[config.mk]
export PLATFORM = sky130hd
export DESIGN_NAME = cct_timer
export DESIGN_NICKNAME = d
export VERILOG_FILES = /design/src/verilog/cct_pkg.sv /design/src/verilog/cct_timer.sv
export SDC_FILE = /design/constraint.sdc
export NUM_CORES = 1
export LEC_CHECK = 0
export BUFFER_PORTS_ARGS = -buffer_cell sky130_fd_sc_hd__buf_4
export CELL_PAD_IN_SITES_DETAIL_PLACEMENT = 1
export CELL_PAD_IN_SITES_GLOBAL_PLACEMENT = 1
export CORE_UTILIZATION = 35
export DETAILED_ROUTE_END_ITERATION = 8
export PLACE_DENSITY = 0.66
export SYNTH_ARGS = -nofsm -noshare
export SYNTH_HDL_FRONTEND = slang
export SYNTH_SLANG_ARGS = --single-unit
[constraint.sdc]
create_clock -name clk -period 3.8 [get_ports clk]
set_input_delay 0.38 -clock clk [delete_from_list [all_inputs] [get_ports clk]]
set_output_delay 0.38 -clock clk [all_outputs]
set_load 0.01 [all_outputs]
[src/verilog/cct_pkg.sv]
// Package holding the register map and field layout of the capture/compare timer core.
package cct_pkg;
    // -------------------------------------------------------------------
    // Register indices; the byte address is four times the index.
    // -------------------------------------------------------------------
    localparam logic [7:0] IDX_DIRECTION = 8'h80;
    localparam logic [7:0] IDX_FORCE     = 8'h81;
    localparam logic [7:0] IDX_MMASK     = 8'h82;
    localparam logic [7:0] IDX_MDATA     = 8'h83;
    localparam logic [7:0] IDX_COUNT     = 8'h84;
    localparam logic [7:0] IDX_SYSCTL    = 8'h86;
    localparam logic [7:0] IDX_ACT_HI    = 8'h88;
    localparam logic [7:0] IDX_ACT_LO    = 8'h89;
    localparam logic [7:0] IDX_EDGE_HI   = 8'h8A;
    localparam logic [7:0] IDX_EDGE_LO   = 8'h8B;
    localparam logic [7:0] IDX_IRQ_EN    = 8'h8C;
    localparam logic [7:0] IDX_MISC      = 8'h8D;
    localparam logic [7:0] IDX_CH_FLAG   = 8'h8E;
    localparam logic [7:0] IDX_OVF_FLAG  = 8'h8F;
    localparam logic [3:0] IDX_TC_HI     = 4'h9;
    localparam logic [7:0] IDX_ACC_A     = 8'hA2;
    localparam logic [7:0] IDX_ACC_B     = 8'hA4;
    localparam logic [7:0] IDX_PORT_DATA = 8'hAE;
    localparam logic [7:0] IDX_PORT_DIR  = 8'hAF;
    // -------------------------------------------------------------------
    // Field positions.
    // -------------------------------------------------------------------
    localparam int SC_RUN       = 7;
    localparam int SC_STOP_WAIT = 6;
    localparam int SC_STOP_BGND = 5;
    localparam int SC_FAST_CLR  = 4;
    localparam int MI_WRAP_IE   = 7;
    localparam int MI_C7_CLEAR  = 3;
    localparam int OVF_BIT      = 7;
    localparam int TOP_CH       = 7;
    // -------------------------------------------------------------------
    // Values and encodings.
    // -------------------------------------------------------------------
    localparam logic [7:0]  RST8      = 8'h00;
    localparam logic [15:0] RST16     = 16'h0000;
    localparam logic [15:0] COUNT_TOP = 16'hFFFF;
    localparam logic [2:0]  PRE_MAX   = 3'h5;
    localparam logic [5:0]  PRE_ONES  = 6'h3F;
    localparam logic [4:0]  PRE_ZERO  = 5'h00;
    localparam logic [1:0]  ACT_TOG   = 2'h1;
    localparam logic [1:0]  ACT_LOW   = 2'h2;
    localparam logic [1:0]  ACT_HIGH  = 2'h3;
    localparam logic [1:0]  EDGE_RISE = 2'h1;
    localparam logic [1:0]  EDGE_FALL = 2'h2;
    localparam logic [1:0]  EDGE_ANY  = 2'h3;
    localparam logic [1:0]  HTRANS_NS = 2'h2;
    localparam logic [1:0]  HTRANS_SQ = 2'h3;
endpackage

[src/verilog/cct_timer.sv]
// Capture/compare timer core with an AHB-Lite register slave.
`timescale 1ns/1ps
module cct_timer #(
    parameter int NCH = 8
) (
    input  wire logic            clk,
    input  wire logic            rst_n,
    input  wire logic            hsel,
    input  wire logic [31:0]     haddr,
    input  wire logic [1:0]      htrans,
    input  wire logic            hwrite,
    input  wire logic [2:0]      hsize,
    input  wire logic [31:0]     hwdata,
    input  wire logic            hready,
    output logic                 hreadyout,
    output logic                 hresp,
    output logic [31:0]          hrdata,
    input  wire logic            wait_mode,
    input  wire logic            background_mode,
    input  wire logic            special_mode_n,
    input  wire logic [NCH-1:0]  port_in,
    output logic [NCH-1:0]       port_out,
    output logic [NCH-1:0]       port_oe_n,
    output logic                 timer_irq,
    output logic                 accum_tick,
    output logic                 accum_a_flag_clear,
    output logic                 accum_b_flag_clear
);
    // -------------------------------------------------------------------
    // Registers.
    // -------------------------------------------------------------------
    logic [NCH-1:0] channel_direction_select;
    logic [NCH-1:0] master_mask;
    logic [NCH-1:0] master_data;
    logic [7:0]     system_control;
    logic [7:0]     output_action_hi;
    logic [7:0]     output_action_lo;
    logic [7:0]     edge_select_hi;
    logic [7:0]     edge_select_lo;
    logic [NCH-1:0] channel_irq_enable;
    logic [7:0]     misc_irq_prescale;
    logic [NCH-1:0] channel_event_flag;
    logic           counter_wrap_flag;
    logic [15:0]    main_count;
    logic [15:0]    tc [NCH];
    logic [NCH-1:0] timer_port;
    logic [NCH-1:0] port_direction_bits;
    logic [NCH-1:0] oc_out;

    // -------------------------------------------------------------------
    // Bus slave: address phase capture.
    // -------------------------------------------------------------------
    logic       a_valid;
    logic       a_rd;
    logic [7:0] a_idx;
    logic       d_wr;
    logic [7:0] d_idx;

    assign a_valid   = hsel && hready && (htrans == cct_pkg::HTRANS_NS ||
                                          htrans == cct_pkg::HTRANS_SQ);
    assign a_rd      = a_valid && !hwrite;
    assign a_idx     = haddr[9:2];
    assign hreadyout = 1'b1;  // Zero wait states; every register is a flop.
    assign hresp     = 1'b0;

    // Write data arrives one cycle after the address, so hold the decode.
    always_ff @(posedge clk or negedge rst_n) begin
        if (!rst_n) begin
            d_wr  <= 1'b0;
            d_idx <= cct_pkg::RST8;
        end else begin
            d_wr  <= a_valid && hwrite;
            d_idx <= a_idx;
        end
    end

    // -------------------------------------------------------------------
    // Decode helpers.
    // -------------------------------------------------------------------
    logic [15:0] wd16;
    logic [7:0]  wd8;
    logic        a_is_tc;
    logic        d_is_tc;
    logic [2:0]  a_ch;
    logic [2:0]  d_ch;
    logic        fast;

    assign wd16    = hwdata[15:0];
    assign wd8     = hwdata[7:0];
    assign a_is_tc = (a_idx[7:4] == cct_pkg::IDX_TC_HI) && !a_idx[0];
    assign d_is_tc = (d_idx[7:4] == cct_pkg::IDX_TC_HI) && !d_idx[0];
    assign a_ch    = a_idx[3:1];
    assign d_ch    = d_idx[3:1];
    assign fast    = system_control[cct_pkg::SC_FAST_CLR];

    // -------------------------------------------------------------------
    // Control registers.
    // -------------------------------------------------------------------
    // Read/write control registers, loaded in the data phase; a read of the port data latch returns the pin levels.
    always_ff @(posedge clk or negedge rst_n) begin
        if (!rst_n) begin
            channel_direction_select <= '0;
            master_mask              <= '0;
            master_data              <= '0;
            system_control           <= cct_pkg::RST8;
            output_action_hi         <= cct_pkg::RST8;
            output_action_lo         <= cct_pkg::RST8;
            edge_select_hi           <= cct_pkg::RST8;
            edge_select_lo           <= cct_pkg::RST8;
            channel_irq_enable       <= '0;
            misc_irq_prescale        <= cct_pkg::RST8;
            timer_port               <= '0;
            port_direction_bits      <= '0;
        end else if (d_wr) begin
            unique case (d_idx)
                cct_pkg::IDX_DIRECTION: channel_direction_select <= wd8[NCH-1:0];
                cct_pkg::IDX_MMASK:     master_mask              <= wd8[NCH-1:0];
                cct_pkg::IDX_MDATA:     master_data              <= wd8[NCH-1:0];
                cct_pkg::IDX_SYSCTL:    system_control           <= wd8;
                cct_pkg::IDX_ACT_HI:    output_action_hi         <= wd8;
                cct_pkg::IDX_ACT_LO:    output_action_lo         <= wd8;
                cct_pkg::IDX_EDGE_HI:   edge_select_hi           <= wd8;
                cct_pkg::IDX_EDGE_LO:   edge_select_lo           <= wd8;
                cct_pkg::IDX_IRQ_EN:    channel_irq_enable       <= wd8[NCH-1:0];
                cct_pkg::IDX_MISC:      misc_irq_prescale        <= wd8;
                cct_pkg::IDX_PORT_DATA: timer_port               <= wd8[NCH-1:0];
                cct_pkg::IDX_PORT_DIR:  port_direction_bits      <= wd8[NCH-1:0];
                default: ;
            endcase
        end
    end

    // -------------------------------------------------------------------
    // Prescaler.
    // -------------------------------------------------------------------
    logic       pre_run;
    logic       cnt_run;
    logic [5:0] pre_cnt;
    logic [2:0] pre_k;
    logic [5:0] pre_mask;
    logic       cnt_tick;

    assign pre_run  = system_control[cct_pkg::SC_RUN] &&
                      !(system_control[cct_pkg::SC_STOP_WAIT] && wait_mode);
    assign cnt_run  = pre_run &&
                      !(system_control[cct_pkg::SC_STOP_BGND] && background_mode);
    assign pre_mask = ~(cct_pkg::PRE_ONES << pre_k);
    assign cnt_tick = cnt_run && ((pre_cnt & pre_mask) == pre_mask);
    // The accumulator tick runs on in background mode, as it must.
    assign accum_tick = pre_run && (pre_cnt == cct_pkg::PRE_ONES);

    always_ff @(posedge clk or negedge rst_n) begin
        if (!rst_n) begin
            pre_cnt <= '0;
            pre_k   <= '0;
        end else begin
            if (pre_run) begin
                pre_cnt <= pre_cnt + 6'h01;
            end
            if (pre_cnt[4:0] == cct_pkg::PRE_ZERO) begin
                pre_k <= (misc_irq_prescale[2:0] > cct_pkg::PRE_MAX) ?
                         cct_pkg::PRE_MAX : misc_irq_prescale[2:0];
            end
        end
    end

    // -------------------------------------------------------------------
    // Compare matches and force.
    // -------------------------------------------------------------------
    logic [NCH-1:0] match;
    logic [NCH-1:0] cmp_hit;
    logic [NCH-1:0] force_bits;
    logic [NCH-1:0] act_ev;
    logic [15:0]    act_bits;
    logic [15:0]    edge_bits;

    assign act_bits  = {output_action_hi, output_action_lo};
    assign edge_bits = {edge_select_hi, edge_select_lo};
    assign force_bits = (d_wr && d_idx == cct_pkg::IDX_FORCE) ? wd8[NCH-1:0] : '0;

    always_comb begin
        for (int n = 0; n < NCH; n++) begin
            match[n] = cnt_tick && (main_count == tc[n]);
        end
    end
    assign cmp_hit = match & channel_direction_select;
    assign act_ev  = cmp_hit | force_bits;

    // -------------------------------------------------------------------
    // Main counter.
    // -------------------------------------------------------------------
    logic top_clear;
    logic wrap;

    assign top_clear = misc_irq_prescale[cct_pkg::MI_C7_CLEAR] && cmp_hit[cct_pkg::TOP_CH];
    assign wrap      = cnt_tick && !top_clear && (main_count == cct_pkg::COUNT_TOP);

    always_ff @(posedge clk or negedge rst_n) begin
        if (!rst_n) begin
            main_count <= cct_pkg::RST16;
        end else if (d_wr && d_idx == cct_pkg::IDX_COUNT && !special_mode_n) begin
            main_count <= wd16;
        end else if (top_clear) begin
            main_count <= cct_pkg::RST16;
        end else if (cnt_tick) begin
            main_count <= main_count + 16'h0001;
        end
    end

    // -------------------------------------------------------------------
    // Input synchroniser and edge detection.
    // -------------------------------------------------------------------
    logic [NCH-1:0] pin_s1;
    logic [NCH-1:0] pin_s2;
    logic [NCH-1:0] pin_prev;
    logic [NCH-1:0] cap_ev;

    // Pins are asynchronous; the detector compares the second stage with the third.
    always_ff @(posedge clk or negedge rst_n) begin
        if (!rst_n) begin
            pin_s1   <= '0;
            pin_s2   <= '0;
            pin_prev <= '0;
        end else begin
            pin_s1   <= port_in;
            pin_s2   <= pin_s1;
            pin_prev <= pin_s2;
        end
    end

    always_comb begin
        for (int n = 0; n < NCH; n++) begin
            unique case (edge_bits[2*n +: 2])
                cct_pkg::EDGE_RISE: cap_ev[n] = pin_s2[n] && !pin_prev[n];
                cct_pkg::EDGE_FALL: cap_ev[n] = !pin_s2[n] && pin_prev[n];
                cct_pkg::EDGE_ANY:  cap_ev[n] = pin_s2[n] != pin_prev[n];
                default:            cap_ev[n] = 1'b0;
            endcase
            cap_ev[n] = cap_ev[n] && !channel_direction_select[n];
        end
    end

    // -------------------------------------------------------------------
    // Capture/compare registers.
    // -------------------------------------------------------------------
    // A capture wins over a same-cycle bus write on that channel.
    always_ff @(posedge clk or negedge rst_n) begin
        if (!rst_n) begin
            for (int n = 0; n < NCH; n++) begin
                tc[n] <= cct_pkg::RST16;
            end
        end else begin
            for (int n = 0; n < NCH; n++) begin
                if (cap_ev[n]) begin
                    tc[n] <= main_count;
                end else if (d_wr && d_is_tc && d_ch == n[2:0] &&
                             channel_direction_select[n]) begin
                    tc[n] <= wd16;
                end
            end
        end
    end

    // -------------------------------------------------------------------
    // Flags.
    // -------------------------------------------------------------------
    logic [NCH-1:0] ch_clr;
    logic           wrap_clr;

    // Clear masks from the bus; the set terms below take precedence.
    always_comb begin
        ch_clr = '0;
        if (d_wr && d_idx == cct_pkg::IDX_CH_FLAG) begin
            ch_clr = wd8[NCH-1:0];
        end
        for (int n = 0; n < NCH; n++) begin
            if (fast && a_rd && a_is_tc && a_ch == n[2:0] &&
                !channel_direction_select[n]) begin
                ch_clr[n] = 1'b1;
            end
            if (fast && d_wr && d_is_tc && d_ch == n[2:0] &&
                channel_direction_select[n]) begin
                ch_clr[n] = 1'b1;
            end
        end
    end

    assign wrap_clr = (d_wr && d_idx == cct_pkg::IDX_OVF_FLAG && hwdata[cct_pkg::OVF_BIT]) ||
                      (fast && a_valid && a_idx == cct_pkg::IDX_COUNT);

    // set beats clear; force sets nothing
    always_ff @(posedge clk or negedge rst_n) begin
        if (!rst_n) begin
            channel_event_flag <= '0;
            counter_wrap_flag  <= 1'b0;
        end else begin
            channel_event_flag <= (channel_event_flag & ~ch_clr) | cmp_hit | cap_ev;
            counter_wrap_flag  <= (counter_wrap_flag && !wrap_clr) || wrap;
        end
    end

    always_ff @(posedge clk or negedge rst_n) begin
        if (!rst_n) begin
            accum_a_flag_clear <= 1'b0;
            accum_b_flag_clear <= 1'b0;
        end else begin
            accum_a_flag_clear <= fast && a_valid && a_idx == cct_pkg::IDX_ACC_A;
            accum_b_flag_clear <= fast && a_valid && a_idx == cct_pkg::IDX_ACC_B;
        end
    end

    assign timer_irq = |(channel_event_flag & channel_irq_enable) ||
                       (counter_wrap_flag && misc_irq_prescale[cct_pkg::MI_WRAP_IE]);

    // -------------------------------------------------------------------
    // Compare output actions.
    // -------------------------------------------------------------------
    always_ff @(posedge clk or negedge rst_n) begin
        if (!rst_n) begin
            oc_out <= '0;
        end else begin
            for (int n = 0; n < NCH; n++) begin
                if (master_mask[n]) begin
                    if (act_ev[cct_pkg::TOP_CH]) begin
                        oc_out[n] <= master_data[n];
                    end
                end else if (act_ev[n]) begin
                    unique case (act_bits[2*n +: 2])
                        cct_pkg::ACT_TOG:  oc_out[n] <= !oc_out[n];
                        cct_pkg::ACT_LOW:  oc_out[n] <= 1'b0;
                        cct_pkg::ACT_HIGH: oc_out[n] <= 1'b1;
                        default: ;
                    endcase
                end
            end
        end
    end

    // -------------------------------------------------------------------
    // Pin drive.
    // -------------------------------------------------------------------
    logic [NCH-1:0] periph;
    logic [NCH-1:0] port_out_c;
    logic [NCH-1:0] port_oe_c;

    // The port latch keeps software writes while the timer owns a pin.
    always_comb begin
        for (int n = 0; n < NCH; n++) begin
            periph[n] = (master_mask[n] && channel_direction_select[n]) ||
                        (act_bits[2*n +: 2] != 2'h0);
        end
        port_out_c = (periph & oc_out) | (~periph & timer_port);
        port_oe_c  = ~(periph | port_direction_bits);
    end

    // Pin outputs are registered so they never glitch.
    always_ff @(posedge clk or negedge rst_n) begin
        if (!rst_n) begin
            port_out  <= '0;
            port_oe_n <= '1;
        end else begin
            port_out  <= port_out_c;
            port_oe_n <= port_oe_c;
        end
    end

    // -------------------------------------------------------------------
    // Read data.
    // -------------------------------------------------------------------
    logic [31:0] rd_c;

    always_comb begin
        rd_c = '0;
        if (a_is_tc) begin
            rd_c[15:0] = tc[a_ch];
        end else begin
            unique case (a_idx)
                cct_pkg::IDX_DIRECTION: rd_c[NCH-1:0] = channel_direction_select;
                cct_pkg::IDX_FORCE:     rd_c = '0;
                cct_pkg::IDX_MMASK:     rd_c[NCH-1:0] = master_mask;
                cct_pkg::IDX_MDATA:     rd_c[NCH-1:0] = master_data;
                cct_pkg::IDX_COUNT:     rd_c[15:0] = main_count;
                cct_pkg::IDX_SYSCTL:    rd_c[7:0] = system_control;
                cct_pkg::IDX_ACT_HI:    rd_c[7:0] = output_action_hi;
                cct_pkg::IDX_ACT_LO:    rd_c[7:0] = output_action_lo;
                cct_pkg::IDX_EDGE_HI:   rd_c[7:0] = edge_select_hi;
                cct_pkg::IDX_EDGE_LO:   rd_c[7:0] = edge_select_lo;
                cct_pkg::IDX_IRQ_EN:    rd_c[NCH-1:0] = channel_irq_enable;
                cct_pkg::IDX_MISC:      rd_c[7:0] = misc_irq_prescale;
                cct_pkg::IDX_CH_FLAG:   rd_c[NCH-1:0] = channel_event_flag;
                cct_pkg::IDX_OVF_FLAG:  rd_c[cct_pkg::OVF_BIT] = counter_wrap_flag;
                cct_pkg::IDX_PORT_DATA: rd_c[NCH-1:0] = pin_s2;
                cct_pkg::IDX_PORT_DIR:  rd_c[NCH-1:0] = port_direction_bits;
                default:                rd_c = '0;
            endcase
        end
    end

    // Read data is sampled at the address phase and shown in the data phase.
    always_ff @(posedge clk or negedge rst_n) begin
        if (!rst_n) begin
            hrdata <= '0;
        end else if (a_rd) begin
            hrdata <= rd_c;
        end
    end

endmodule

==> impl_metrics.csv <==
group,metric,value,unit
outcome,outcome,"complete, but fails checks",
outcome,violations,"DRC",
place,io_buffers,76,
flow_run,drv_cap,0,
finish,final_layout_size_suffix_gt1_frac,0.194,
clocking,clkSinkCount,333,
finish,final_common_cell,"dfrtp_1",
timing,worst_slew_pin_slew,1.03,ns
die,fp.dieH,233,µm
finish,instances_no_fill,2614,
synthesis,async_flop_share,1.00,
critical_path,cp.required,4.31,ns
power_and_ir_drop,leakage,0.00922,µW
drt,drt_pass1_iterations,8,
critical_path,critical_path_class,"reg -> reg",
die,die_x,233,µm
critical_path,crit_path_frequent_cell,"nand3_1",
clocking,clk_latency,0.58,ns
power_and_ir_drop,clock_power_share,0.433,
die,die-area,0.0545,mm²
critical_path,arrival,3.50,ns
global_routing,antenna_found_initial,1,
drt,wire_per_inst,26.4,µm
critical_path,r2r-start,"main_count[0]",
critical_path,crit_path_start_kind,"flip-flop",
timing,fin_worst_skew,0.0295,ns
clocking,cts-htree-levels,2,
synthesis,yosysWarnings,0,
finish,layout.nets,2006,
clocking,cts.clk_slew.worst_paths,0.06,ns
synthesis,synth_edf_count,0,
place,place.gp.congestion,0.913,
clocking,tritoncts,"done",
power_and_ir_drop,power.density,402,mW/mm²
synthesis,ys_ff_latch,333,
critical_path,cp_max_fo,14,
drt,vias_per_cell,5.83,
drt,ant_nets,0,
global_routing,grt_pass1_wl,105000,µm
finish,diodes,0,
global_routing,grt-ovfl-total,0,
place,dp.cells,2528,
timing,fin_crit,2.99,ns
synthesis,synth_top_area_frac,0.434,
critical_path,worstSetupStartpoint,"main_count[0]",
timing,hold_violations,0,
power_and_ir_drop,internal-power,6230,µW
critical_path,cp_top_family,"simple AND/OR/NAND/NOR gates",
synthesis,syn_area,0.0187,mm²
power_and_ir_drop,switchingPower,2370,µW
synthesis,synthCells,1855,
global_routing,grt_pass1_vias,16000,
timing,min_period_over_period,0.786,
global_routing,grt.total_usage,0.259,
timing,setup_viol,0,
finish,nFillCells,5846,
synthesis,yosys.area.top_type,"dfrtp_1",
critical_path,slowest_stage,"nor4_1",
clocking,numCtsBuffers,40,
synthesis,synthFlopType,"dfrtp_1",
synthesis,ys_types,79,
place,dp_hpwl,48100,µm
finish,mostFrequentLayoutCells,"dfrtp_1 (325), a21oi_1 (140), buf_4 (129)",
critical_path,worst-path-buf-inv,0,
drt,dr_total_vias,15300,
clocking,cts_setup_buffers,0,
die,io_pins,139,
global_routing,grt_max_degree,99,
critical_path,slowest_delay,0.75,ns
finish,area_delta_synth_final,13.9,%
clocking,cts_resized,0,
timing,grt_setup_unrepaired,"no",
power_and_ir_drop,p_sw_frac,0.276,
die,rows,84,
hold_path,hp-class,"in -> reg",
finish,top_regs,"tc (128), hrdata (16), main_count (16)",
critical_path,crit_chain,"ha_1, nand3_1, nor4_1, nand3_1, a2111oi_0, a21o_1",
die,core,0.0528,mm²
clocking,cts_buffer_depth,3,
synthesis,yosysSeqAreaShare,0.445,
timing,fin_tns_setup,0,ns
finish,largest_register,"tc",
drt,routed_wl,69000,µm
drt,drt_iter0_markers,1248,
timing,maxSlewHeadroom,0.309,
timing,timing_max_transition_violations_final,0,
critical_path,endpoint_kind,"flip-flop",
drt,drc,10,
power_and_ir_drop,p_seq_frac,0.454,
clocking,cts-root-buf,"clkbuf_16",
power_and_ir_drop,vdd_drop_max,0.265,mV
synthesis,synth_area_per_cell,10.1,µm²
synthesis,synthTopCellsByArea,"dfrtp_1 (43%), mux2_2 (6.6%), mux2i_1 (5.3%), xor2_1 (4.4%), a21oi_1 (3.8%)",
timing,max_freq,335,MHz
hold_path,worstHoldStart,"hwrite",
finish,largest_reg_flops,128,
die,start_util,0.355,
power_and_ir_drop,combPwrFrac,0.113,
[cell families after synthesis]
logic type,count (synthesis),share of synthesized area
buffers and inverters,255,0.0578
AND/OR/NAND/NOR,458,0.123
other,2,0.000401
flip-flops,333,0.445
XOR/XNOR,137,0.0640
AO/OA/AOI/OAI,402,0.135
multiplexers,243,0.159
adder cells (fa/ha/maj),25,0.0167
[metal layers]
metal / vias to the layer above / share of wire / track usage
li1: 6636 / - / -
met1: 7981 / 0.43 / 0.345
met2: 505 / 0.48 / 0.426
met3: 128 / 0.054 / 0.0353
met4: 0 / 0.033 / 0.0954
met5: - / 0 / 0
[through the flow]
stage | utilization | instance area [µm²] | setup slack, ns | hold WS [ns] | power [µW]
floorplan | - | 18800 | 1.55 | 0.0844 | 4470
global placement | 0.379 | 20000 | 0.908 | 0.337 | 4870
detailed placement | 0.379 | 20000 | 0.886 | 0.337 | 4910
CTS | 0.405 | 21400 | 0.889 | 0.106 | 8650
global route | 0.405 | 21400 | 0.647 | 0.124 | 8890
finish | 0.405 | 21400 | 0.814 | 0.136 | 8590
[power by group through the flow]
stage	registers (µW)	clock network, µW	logic [µW]
6_report	3900	3720	975
5_1_grt	3920	3920	1060
4_1_cts	3900	3790	972
3_5_place_dp	3960	0	952
3_3_place_gp	3950	0	925
2_1_floorplan	3890	0	578
[synthesized netlist by cell type (all sizes together) (8+ instances only)]
cell / instances
a21oi: 144
nand3: 35
clkbuf: 95
nand4: 21
dfrtp: 325
nand3b: 11
mux2i: 99
nor3: 23
mux4: 31
a221oi: 11
o22ai: 69
nor2b: 27
nor3b: 11
or2: 8
and2: 11
buf: 69
a221o: 11
nand2: 119
inv: 90
ha: 25
nor4: 31
mux2: 113
xnor2: 43
and3: 13
a22oi: 25
o21ai: 69
o31ai: 8
nor2: 123
xor2: 94
dfstp: 8
[area by class of cell]
| class | count | area, µm² | share of cell area |
|---|---|---|---|
| Multi-Input combinational cell | 1283 | 9390 | 0.440 |
| Sequential cell | 333 | 8340 | 0.391 |
| Timing Repair Buffer | 147 | 1180 | 0.0554 |
| Clock buffer | 63 | 1180 | 0.0551 |
| Tap cell | 688 | 861 | 0.0403 |
| Inverter | 91 | 342 | 0.0160 |
| Clock inverter | 9 | 62.6 | 0.00293 |
[repair_timing]
action,4_1_cts,5_1_grt
endpoints found under the setup margin,0,0
endpoints found under the hold margin,100,0
hold buffers,14,0
[path summary, 6_finish.rpt]
path | to | slack [ns] | cells after the start
setup / recovery | counter_wrap_flag | 0.81 | 6
hold / removal | d_wr | 0.14 | 2
setup reg to reg | counter_wrap_flag | 0.81 | 6
hold reg to reg | pin_s2[7] | 0.35 | 0
max in group asynchronous | tc[89] | 2.38 | 3
min in group asynchronous | port_out[0] | 0.47 | 2
(Power assumes the default switching activity.)
